## src/rtl/pfd_map.svh

```systemverilog
// Address map, frame codes and reset values of the peripheral file decoder
`ifndef PFD_MAP_SVH
`define PFD_MAP_SVH

`define PFD_ADDR_W 16
`define PFD_PF_TOP 16'h01FF
`define PFD_WORD_BIT 8
`define PFD_FRAME_HI 7
`define PFD_FRAME_LO 4
`define PFD_SFR_HI 3
`define PFD_SFR_LO 0
`define PFD_NFRAMES 16

`define PFD_WFRM_WDT 4'h2
`define PFD_WFRM_MUL 4'h3
`define PFD_WFRM_CNV0 4'h4
`define PFD_WFRM_CNV1 4'h5
`define PFD_WFRM_TMA0 4'h6
`define PFD_WFRM_TMB1 4'h9
`define PFD_WFRM_CCTL 4'hA

`define PFD_BFRM_SFR 4'h0
`define PFD_BFRM_P34 4'h1
`define PFD_BFRM_P12 4'h2
`define PFD_BFRM_P56 4'h3
`define PFD_BFRM_CLK 4'h5
`define PFD_BFRM_SER 4'h7
`define PFD_BFRM_CMEM 4'h8

`define PFD_SFR_IE1 4'h0
`define PFD_SFR_IE2 4'h1
`define PFD_SFR_INTERRUPT_FLAGS_FIRST 4'h2
`define PFD_SFR_INTERRUPT_FLAGS_SECOND 4'h3
`define PFD_SFR_ME1 4'h4
`define PFD_SFR_ME2 4'h5
`define PFD_SFR_LAST 4'h5

`define PFD_SFR_RST 8'h00
`define PFD_HI_ZERO 8'h00
`define PFD_WORD_ZERO 16'h0000

`endif

```

## src/rtl/pfd_pkg.sv

```systemverilog
// Types shared by the peripheral file decoder modules
package pfd_pkg;

	typedef enum logic [1:0]
	{
		PFD_REG_NONE,
		PFD_REG_WORD,
		PFD_REG_BYTE
	} pfd_region_type;

	typedef struct packed
	{
		logic [7:0] ie1;
		logic [7:0] ie2;
		logic [7:0] interrupt_flags_first;
		logic [7:0] interrupt_flags_second;
		logic [7:0] me1;
		logic [7:0] me2;
		logic [7:0] rdata;
	} pfd_sfr_state_type;

endpackage

```

## src/rtl/pfd_sfr_if.sv

```systemverilog
// Carrier between the decoder and its special function register bank
`timescale 1ns/1ps
interface pfd_sfr_if;
	logic sel;
	logic wr;
	logic [3:0] idx;
	logic [7:0] wdata;
	logic [7:0] rdata;
	logic [15:0] ifg_set;
	logic [7:0] ie1;
	logic [7:0] ie2;
	logic [7:0] interrupt_flags_first;
	logic [7:0] interrupt_flags_second;
	logic [7:0] me1;
	logic [7:0] me2;

	modport dec
	(
		output sel,
		output wr,
		output idx,
		output wdata,
		output ifg_set,
		input rdata,
		input ie1,
		input ie2,
		input interrupt_flags_first,
		input interrupt_flags_second,
		input me1,
		input me2
	);

	modport bank
	(
		input sel,
		input wr,
		input idx,
		input wdata,
		input ifg_set,
		output rdata,
		output ie1,
		output ie2,
		output interrupt_flags_first,
		output interrupt_flags_second,
		output me1,
		output me2
	);
endinterface

```

## src/rtl/pfd_sfr_bank.sv

```systemverilog
// Byte-wide interrupt enable, interrupt flag and module enable registers
`timescale 1ns/1ps
`include "pfd_map.svh"
module pfd_sfr_bank
(
	input wire logic clk_i,
	input wire logic srst_i,
	pfd_sfr_if.bank sfr
);

	pfd_pkg::pfd_sfr_state_type state_reg;
	pfd_pkg::pfd_sfr_state_type state_next;

	always_comb
	begin
		state_next = state_reg;
		state_next.rdata = `PFD_SFR_RST;
		if (sfr.sel && sfr.wr)
		begin
			unique case (sfr.idx)
				`PFD_SFR_IE1: state_next.ie1 = sfr.wdata;
				`PFD_SFR_IE2: state_next.ie2 = sfr.wdata;
				`PFD_SFR_INTERRUPT_FLAGS_FIRST: state_next.interrupt_flags_first = sfr.wdata;
				`PFD_SFR_INTERRUPT_FLAGS_SECOND: state_next.interrupt_flags_second = sfr.wdata;
				`PFD_SFR_ME1: state_next.me1 = sfr.wdata;
				`PFD_SFR_ME2: state_next.me2 = sfr.wdata;
				default: ;
			endcase
		end
		// Hardware set wins over software clear
		state_next.interrupt_flags_first = state_next.interrupt_flags_first | sfr.ifg_set[7:0];
		state_next.interrupt_flags_second = state_next.interrupt_flags_second | sfr.ifg_set[15:8];
		if (sfr.sel && !sfr.wr)
		begin
			unique case (sfr.idx)
				`PFD_SFR_IE1: state_next.rdata = state_reg.ie1;
				`PFD_SFR_IE2: state_next.rdata = state_reg.ie2;
				`PFD_SFR_INTERRUPT_FLAGS_FIRST: state_next.rdata = state_reg.interrupt_flags_first;
				`PFD_SFR_INTERRUPT_FLAGS_SECOND: state_next.rdata = state_reg.interrupt_flags_second;
				`PFD_SFR_ME1: state_next.rdata = state_reg.me1;
				`PFD_SFR_ME2: state_next.rdata = state_reg.me2;
				default: state_next.rdata = `PFD_SFR_RST;
			endcase
		end
	end

	always_ff @(posedge clk_i)
	begin
		if (srst_i)
		begin
			state_reg <= '0;
		end
		else
		begin
			state_reg <= state_next;
		end
	end

	assign sfr.rdata = state_reg.rdata;
	assign sfr.ie1 = state_reg.ie1;
	assign sfr.ie2 = state_reg.ie2;
	assign sfr.interrupt_flags_first = state_reg.interrupt_flags_first;
	assign sfr.interrupt_flags_second = state_reg.interrupt_flags_second;
	assign sfr.me1 = state_reg.me1;
	assign sfr.me2 = state_reg.me2;

endmodule

```

## src/rtl/pfd_frame_dec.sv

```systemverilog
// One-hot frame select decoder for a sixteen-frame region
`timescale 1ns/1ps
`include "pfd_map.svh"
module pfd_frame_dec
(
	input wire logic en_i,
	input wire logic [3:0] frame_i,
	input wire logic [15:0] impl_i,
	output logic [15:0] sel_o
);

	genvar g;
	generate
		for (g = 0; g < `PFD_NFRAMES; g++)
		begin : g_frame
			assign sel_o[g] = en_i && impl_i[g] && (frame_i == 4'(g));
		end
	endgenerate

endmodule

```

## src/rtl/pfd_decoder.sv

```systemverilog
// Peripheral file access decoder between the core and the peripherals
`timescale 1ns/1ps
`include "pfd_map.svh"

module pfd_decoder
(
	input wire logic clk_i,
	input wire logic srst_i,
	input wire logic req_i,
	input wire logic wr_i,
	input wire logic byte_i,
	input wire logic [15:0] addr_i,
	input wire logic [15:0] wdata_i,
	output logic [15:0] rdata_o,
	output logic rvalid_o,
	output logic [15:0] word_sel_o,
	output logic [15:0] byte_sel_o,
	output logic per_wr_o,
	output logic per_byte_o,
	output logic [7:0] per_addr_o,
	output logic [15:0] per_wdata_o,
	input wire logic [15:0] word_rdata_i,
	input wire logic [7:0] byte_rdata_i,
	input wire logic [15:0] ifg_set_i,
	output logic [7:0] ie1_o,
	output logic [7:0] ie2_o,
	output logic [7:0] interrupt_flags_first_o,
	output logic [7:0] interrupt_flags_second_o,
	output logic [15:0] mod_en_o
);

	typedef struct packed
	{
		logic [15:0] word_sel;
		logic [15:0] byte_sel;
		logic per_wr;
		logic per_byte;
		logic [7:0] per_addr;
		logic [15:0] per_wdata;
		logic rd_pend;
		pfd_pkg::pfd_region_type rd_reg;
		logic rd_byte;
		logic rd_sfr;
		logic [15:0] rdata;
		logic rvalid;
	} pfd_dec_state_type;

	localparam logic [15:0] WORD_IMPL = 16'h07FC;
	localparam logic [15:0] BYTE_IMPL = 16'h01AF;

	pfd_dec_state_type state_reg;
	pfd_dec_state_type state_next;
	pfd_pkg::pfd_region_type region;
	logic [15:0] word_hit;
	logic [15:0] byte_hit;
	logic sfr_hit;
	logic sfr_impl;
	logic in_pf;

	pfd_sfr_if sfr ();

	// ----------------------------------------
	// Region and frame decoding
	// ----------------------------------------
	always_comb
	begin
		in_pf = req_i && (addr_i <= `PFD_PF_TOP);
		region = pfd_pkg::PFD_REG_NONE;
		if (in_pf)
		begin
			if (addr_i[`PFD_WORD_BIT])
			begin
				region = pfd_pkg::PFD_REG_WORD;
			end
			else
			begin
				region = pfd_pkg::PFD_REG_BYTE;
			end
		end
	end

	// Word frames: watchdog, multiplier, converter, timers, control
	pfd_frame_dec u_word_dec
	(
		.en_i(region == pfd_pkg::PFD_REG_WORD),
		.frame_i(addr_i[`PFD_FRAME_HI:`PFD_FRAME_LO]),
		.impl_i(WORD_IMPL),
		.sel_o(word_hit)
	);

	// Byte frames: registers, ports, clock, serial, converter memory
	pfd_frame_dec u_byte_dec
	(
		.en_i(region == pfd_pkg::PFD_REG_BYTE),
		.frame_i(addr_i[`PFD_FRAME_HI:`PFD_FRAME_LO]),
		.impl_i(BYTE_IMPL),
		.sel_o(byte_hit)
	);

	// ----------------------------------------
	// Special function register access
	// ----------------------------------------
	always_comb
	begin
		sfr_hit = byte_hit[`PFD_BFRM_SFR];
		sfr_impl = addr_i[`PFD_SFR_HI:`PFD_SFR_LO] <= `PFD_SFR_LAST;
	end

	assign sfr.sel = sfr_hit && sfr_impl && byte_i;
	assign sfr.wr = wr_i;
	assign sfr.idx = addr_i[`PFD_SFR_HI:`PFD_SFR_LO];
	assign sfr.wdata = wdata_i[7:0];
	assign sfr.ifg_set = ifg_set_i;

	pfd_sfr_bank u_sfr
	(
		.clk_i(clk_i),
		.srst_i(srst_i),
		.sfr(sfr)
	);

	// ----------------------------------------
	// Access sequencing and width adaptation
	// ----------------------------------------
	always_comb
	begin
		state_next = state_reg;
		state_next.word_sel = `PFD_WORD_ZERO;
		state_next.byte_sel = `PFD_WORD_ZERO;
		state_next.per_wr = 1'b0;
		state_next.rd_pend = 1'b0;
		state_next.rvalid = 1'b0;
		if (region == pfd_pkg::PFD_REG_WORD)
		begin
			// Odd byte access to word modules is not allowed
			if (!(byte_i && addr_i[0]))
			begin
				state_next.word_sel = word_hit;
			end
			state_next.per_wdata = wdata_i;
		end
		else if (region == pfd_pkg::PFD_REG_BYTE)
		begin
			if (!sfr_hit)
			begin
				state_next.byte_sel = byte_hit;
			end
			state_next.per_wdata = {`PFD_HI_ZERO, wdata_i[7:0]};
		end
		if (in_pf)
		begin
			state_next.per_wr = wr_i;
			state_next.per_byte = byte_i;
			state_next.per_addr = addr_i[7:0];
			state_next.rd_pend = !wr_i;
			state_next.rd_reg = region;
			state_next.rd_byte = byte_i;
			state_next.rd_sfr = sfr_hit;
		end
		// Read data is returned the cycle after the selects
		if (state_reg.rd_pend)
		begin
			state_next.rvalid = 1'b1;
			state_next.rdata = `PFD_WORD_ZERO;
			if (state_reg.rd_sfr)
			begin
				state_next.rdata = {`PFD_HI_ZERO, sfr.rdata};
			end
			else if (state_reg.byte_sel != `PFD_WORD_ZERO)
			begin
				// High byte passes unqualified on word reads
				state_next.rdata = state_reg.rd_byte ?
					{`PFD_HI_ZERO, byte_rdata_i} : {word_rdata_i[15:8], byte_rdata_i};
			end
			else if (state_reg.word_sel != `PFD_WORD_ZERO)
			begin
				state_next.rdata = state_reg.rd_byte ?
					{`PFD_HI_ZERO, word_rdata_i[7:0]} : word_rdata_i;
			end
		end
	end

	always_ff @(posedge clk_i)
	begin
		if (srst_i)
		begin
			state_reg <= '0;
		end
		else
		begin
			state_reg <= state_next;
		end
	end

	// ----------------------------------------
	// Outputs
	// ----------------------------------------
	assign rdata_o = state_reg.rdata;
	assign rvalid_o = state_reg.rvalid;
	assign word_sel_o = state_reg.word_sel;
	assign byte_sel_o = state_reg.byte_sel;
	assign per_wr_o = state_reg.per_wr;
	assign per_byte_o = state_reg.per_byte;
	assign per_addr_o = state_reg.per_addr;
	assign per_wdata_o = state_reg.per_wdata;
	assign ie1_o = sfr.ie1;
	assign ie2_o = sfr.ie2;
	assign interrupt_flags_first_o = sfr.interrupt_flags_first;
	assign interrupt_flags_second_o = sfr.interrupt_flags_second;
	assign mod_en_o = {sfr.me2, sfr.me1};
endmodule

```

## config.mk

```make
export PLATFORM = sky130hd
export DESIGN_NAME = pfd_decoder
export DESIGN_NICKNAME = d
export VERILOG_FILES = /design/src/rtl/pfd_pkg.sv /design/src/rtl/pfd_sfr_if.sv /design/src/rtl/pfd_sfr_bank.sv /design/src/rtl/pfd_frame_dec.sv /design/src/rtl/pfd_decoder.sv
export VERILOG_INCLUDE_DIRS = /design/src /design/src/rtl
export SDC_FILE = /design/constraint.sdc
export NUM_CORES = 1
export LEC_CHECK = 0
export BUFFER_PORTS_ARGS = -buffer_cell sky130_fd_sc_hd__buf_2
export CAP_MARGIN = 20
export CELL_PAD_IN_SITES_DETAIL_PLACEMENT = 2
export CELL_PAD_IN_SITES_GLOBAL_PLACEMENT = 2
export CORE_ASPECT_RATIO = 1.25
export CORE_MARGIN = 4
export CORE_UTILIZATION = 32
export DETAILED_ROUTE_END_ITERATION = 12
export HOLD_SLACK_MARGIN = 0.08
export PLACE_DENSITY = 0.82
export SYNTH_ARGS = -nofsm -noshare
export SYNTH_HDL_FRONTEND = slang
export SYNTH_HIERARCHICAL = 1
export SYNTH_SLANG_ARGS = --single-unit
```

## constraint.sdc

```tcl
create_clock -name clk_i -period 6.95 [get_ports clk_i]
set_input_delay 0.695 -clock clk_i [delete_from_list [all_inputs] [get_ports clk_i]]
set_output_delay 0.695 -clock clk_i [all_outputs]
set_load 0.01 [all_outputs]
```

==> impl_metrics.toml <==
[cts]
root_buffer = "clkbuf_16"
ctsResizeCount = 0
clockBufferDepth = 2
cts.clk_slew.worst_paths_ns = 0.06
clock-sinks = 132
clock_latency_ns = 0.42
ctsHoldBuffers = 0
htree_levels = 4
post_cts_buffers = 0
cts_tree = "yes"
cts_buffers = 17

[sta]
tightestPinTransition_ns = 0.988
fin_setup_tns_ns = 0
finalSetupViolations = 0
finalMaxSlewViolations = 0
finalCriticalPeriod_ns = 4.00
relSlewSlack = 0.342
hold_viol = 0
rsz0062_at_grt = "false"
fmax_mhz = 250
min_period_over_period = 0.575
skew_ns = 0.0118

[cells_and_area]
finalNetCount = 929
n_antenna_cell = 0
drive_gt1_frac = 0.325
area_growth_pct = 19.4
post-route-util = 0.390
fill_cells = 2256

[route]
drc_errors = 0
drt-initial-drc-count = 307
wl_met3_mm = 1.10
wl_met2_mm = 11.5
drt-wirelength-per-cell_um = 19.9
route.vias.total = 5746
wl_met1_mm = 9.38
top_layer_used = "met4"
vias_per_cell = 5.09
postRouteAntennaNets = 0
dr.pass1.iters = 4
wl_mm = 22.5

[global_routing]
grt_max_degree = 48
grt_first_pass_wirelength_mm = 35.0
antenna_found_initial = 0
grt_remaining_overflow = 0
track_usage = 0.200
grt_pass1_vias = 6135

[die]
die_w_um = 134
core_area_um2 = 19500
die_h_um = 166
num_rows = 57
dieArea_um2 = 22300
io_pins = 200
start_util = 0.327

[yosys]
synth_flop_cell = "dfxtp_1"
synth.distinct_cells = 51
synth_top_family_by_area = "simple AND/OR/NAND/NOR gates"
synth_xor_xnor_area_share = 0
netlist_instances = 719
ys_top_cells_by_area = "dfxtp_1 (41%), buf_4 (9.2%), a21oi_1 (7.3%)"
ys_warn_count = 6
synth_mux_area_frac = 0.0447
synth-edff-count = 0
synth_fa_ha_area_frac = 0
ys_seq_area_frac = 0.414
ys_ff_latch = 132
synth_compound_area_frac = 0.160
async_flop_share = 0
synth.avg_cell_area_um2 = 8.88
yosys.area.top_type = "dfxtp_1"
synth_simple_gate_area_frac = 0.245
netlist_area_um2 = 6380
synth_top_cell_area_share = 0.414

[power_and_ir_drop]
peakVddDrop_v = 0.000162
power_leakage_nw = 3.41
p_per_area_nw_per_um2 = 237

[place]
hpwl_mm = 16.1
port-buffer-count = 198
globalplace.congestion = 0.802

[hold_path]
hp-class = "reg2reg"

[setup_path]
crit_path_max_incr_delay_ns = 0.65
path_max_fanout = 31
crit_path_top_delay_cell = "nand4b_1"
critical_path_class = "in2reg"
crit_path_cell_trace = "buf_2 > nor4_4 > nand2_2 > nor2_1 > nor3b_2 > and3_1 > nand2_1 > a211oi_1 > nand4b_1 > o21ai_0 > a21oi_1"
cp.arrival_ns = 4.29
cp-start-kind = "primary input"
required_ns = 7.24
end_kind = "flop"

[run_status]
status = "finished clean"

[job]
maxCapViolCount = 0
-- critical path, delay by kind of cell --
family | cells | cell delay (ns)
AO/OA/AOI/OAI | 3 | 1.00
AND/OR/NAND/NOR | 7 | 2.44
buffers and inverters | 1 | 0.12
-- per-stage QoR --
stage	instances	hold slack [ns]	instance area, µm²	power [mW]	setup slack, ns
after CTS	1128	0.456	7620	1.82	2.95
after global routing	1129	0.472	7620	1.87	2.55
after detailed placement	1097	0.447	7020	0.893	2.53
after floorplan	750	0.432	6500	0.838	3.71
final	1129	0.453	7620	1.80	2.95
after global placement	1097	0.437	7020	0.892	2.76
-- synthesized netlist by cell type (2+ instances only) --
cell type / number
dfxtp_1: 132
a21oi_1: 93
buf_4: 78
nand2_1: 63
nand3_1: 48
o21ai_0: 43
and2_1: 35
and3_1: 33
a31oi_1: 24
mux2_2: 20
clkbuf_1: 17
buf_2: 11
buf_6: 10
nand2b_1: 10
inv_1: 9
nor2_1: 9
a22o_1: 8
nand4_1: 8
a222oi_1: 5
nor4_4: 5
o21ai_1: 5
and3b_1: 4
mux2_4: 4
nor2b_1: 4
nor4_2: 4
a22oi_1: 3
and4bb_1: 3
nor3_1: 3
nor3b_2: 3
buf_1: 2
conb_1: 2
nor2b_2: 2
-- final cells by class --
class	instances	area, µm²	area share
multi-input combinational	490	2990	0.393
sequential	132	2640	0.347
timing repair buffer	202	1020	0.134
clock buffer	19	443	0.0581
tap	265	332	0.0435
clock inverter	12	156	0.0205
inverter	9	33.8	0.00443
-- kinds of logic (layout without fill, tap and decap cells) --
| logic type | after synthesis | count (layout) |
|---|---|---|
| buffers and inverters | 128 | 242 |
| multiplexers | 24 | 24 |
| flip-flops | 132 | 132 |
| AO/OA/AOI/OAI | 183 | 183 |
| AND/OR/NAND/NOR | 250 | 250 |
| other | 2 | 33 |
-- layout by cell type (no fill, tap or decap), types with 2 or more instances in the layout --
master and instances:
nor3b_2 3, nand2b_1 10, nand3_1 48, nor2b_1 4
a22o_1 8, a21oi_1 93, clkinv_4 2, a222oi_1 5
buf_2 197, nor2b_2 2, clkinv_2 2, and2_1 35
nor2_1 9, mux2_2 20, nand2_1 63, nor4_2 4
nand4_1 8, o21ai_0 43, clkinvlp_4 4, nor3_1 3
mux2_4 4, nor4_4 5, clkbuf_16 17, bufinv_16 3
inv_1 9, a22oi_1 3, and4bb_1 3, and3_1 33
a31oi_1 24, buf_4 5, conb_1 33, and3b_1 4
dfxtp_1 132, o21ai_1 5
-- layer usage --
metal / track usage / vias up
met5: 0 / -
met4: 0.0620 / 0
met3: 0.0458 / 29
met2: 0.347 / 189
met1: 0.244 / 2830
li1: - / 2698
-- power breakdown --
| part | switching [mW] | internal (mW) |
|---|---|---|
| combinational | 0.0705 | 0.0388 |
| clock | 0.353 | 0.572 |
| sequential | 0.00606 | 0.764 |
-- worst paths after layout --
check	cells after the start	endpoint	slack [ns]	start
min reg2reg	2	per_wdata_o[12]	0.45	per_wdata_o[12]
max reg2reg	4	rdata_o[12]	5.17	word_sel_o[2]
min	2	per_wdata_o[12]	0.45	per_wdata_o[12]
max	11	u_sfr/sfr.me1[4]	2.95	addr_i[9]
Note: power is estimated with default switching activity, not from simulation.
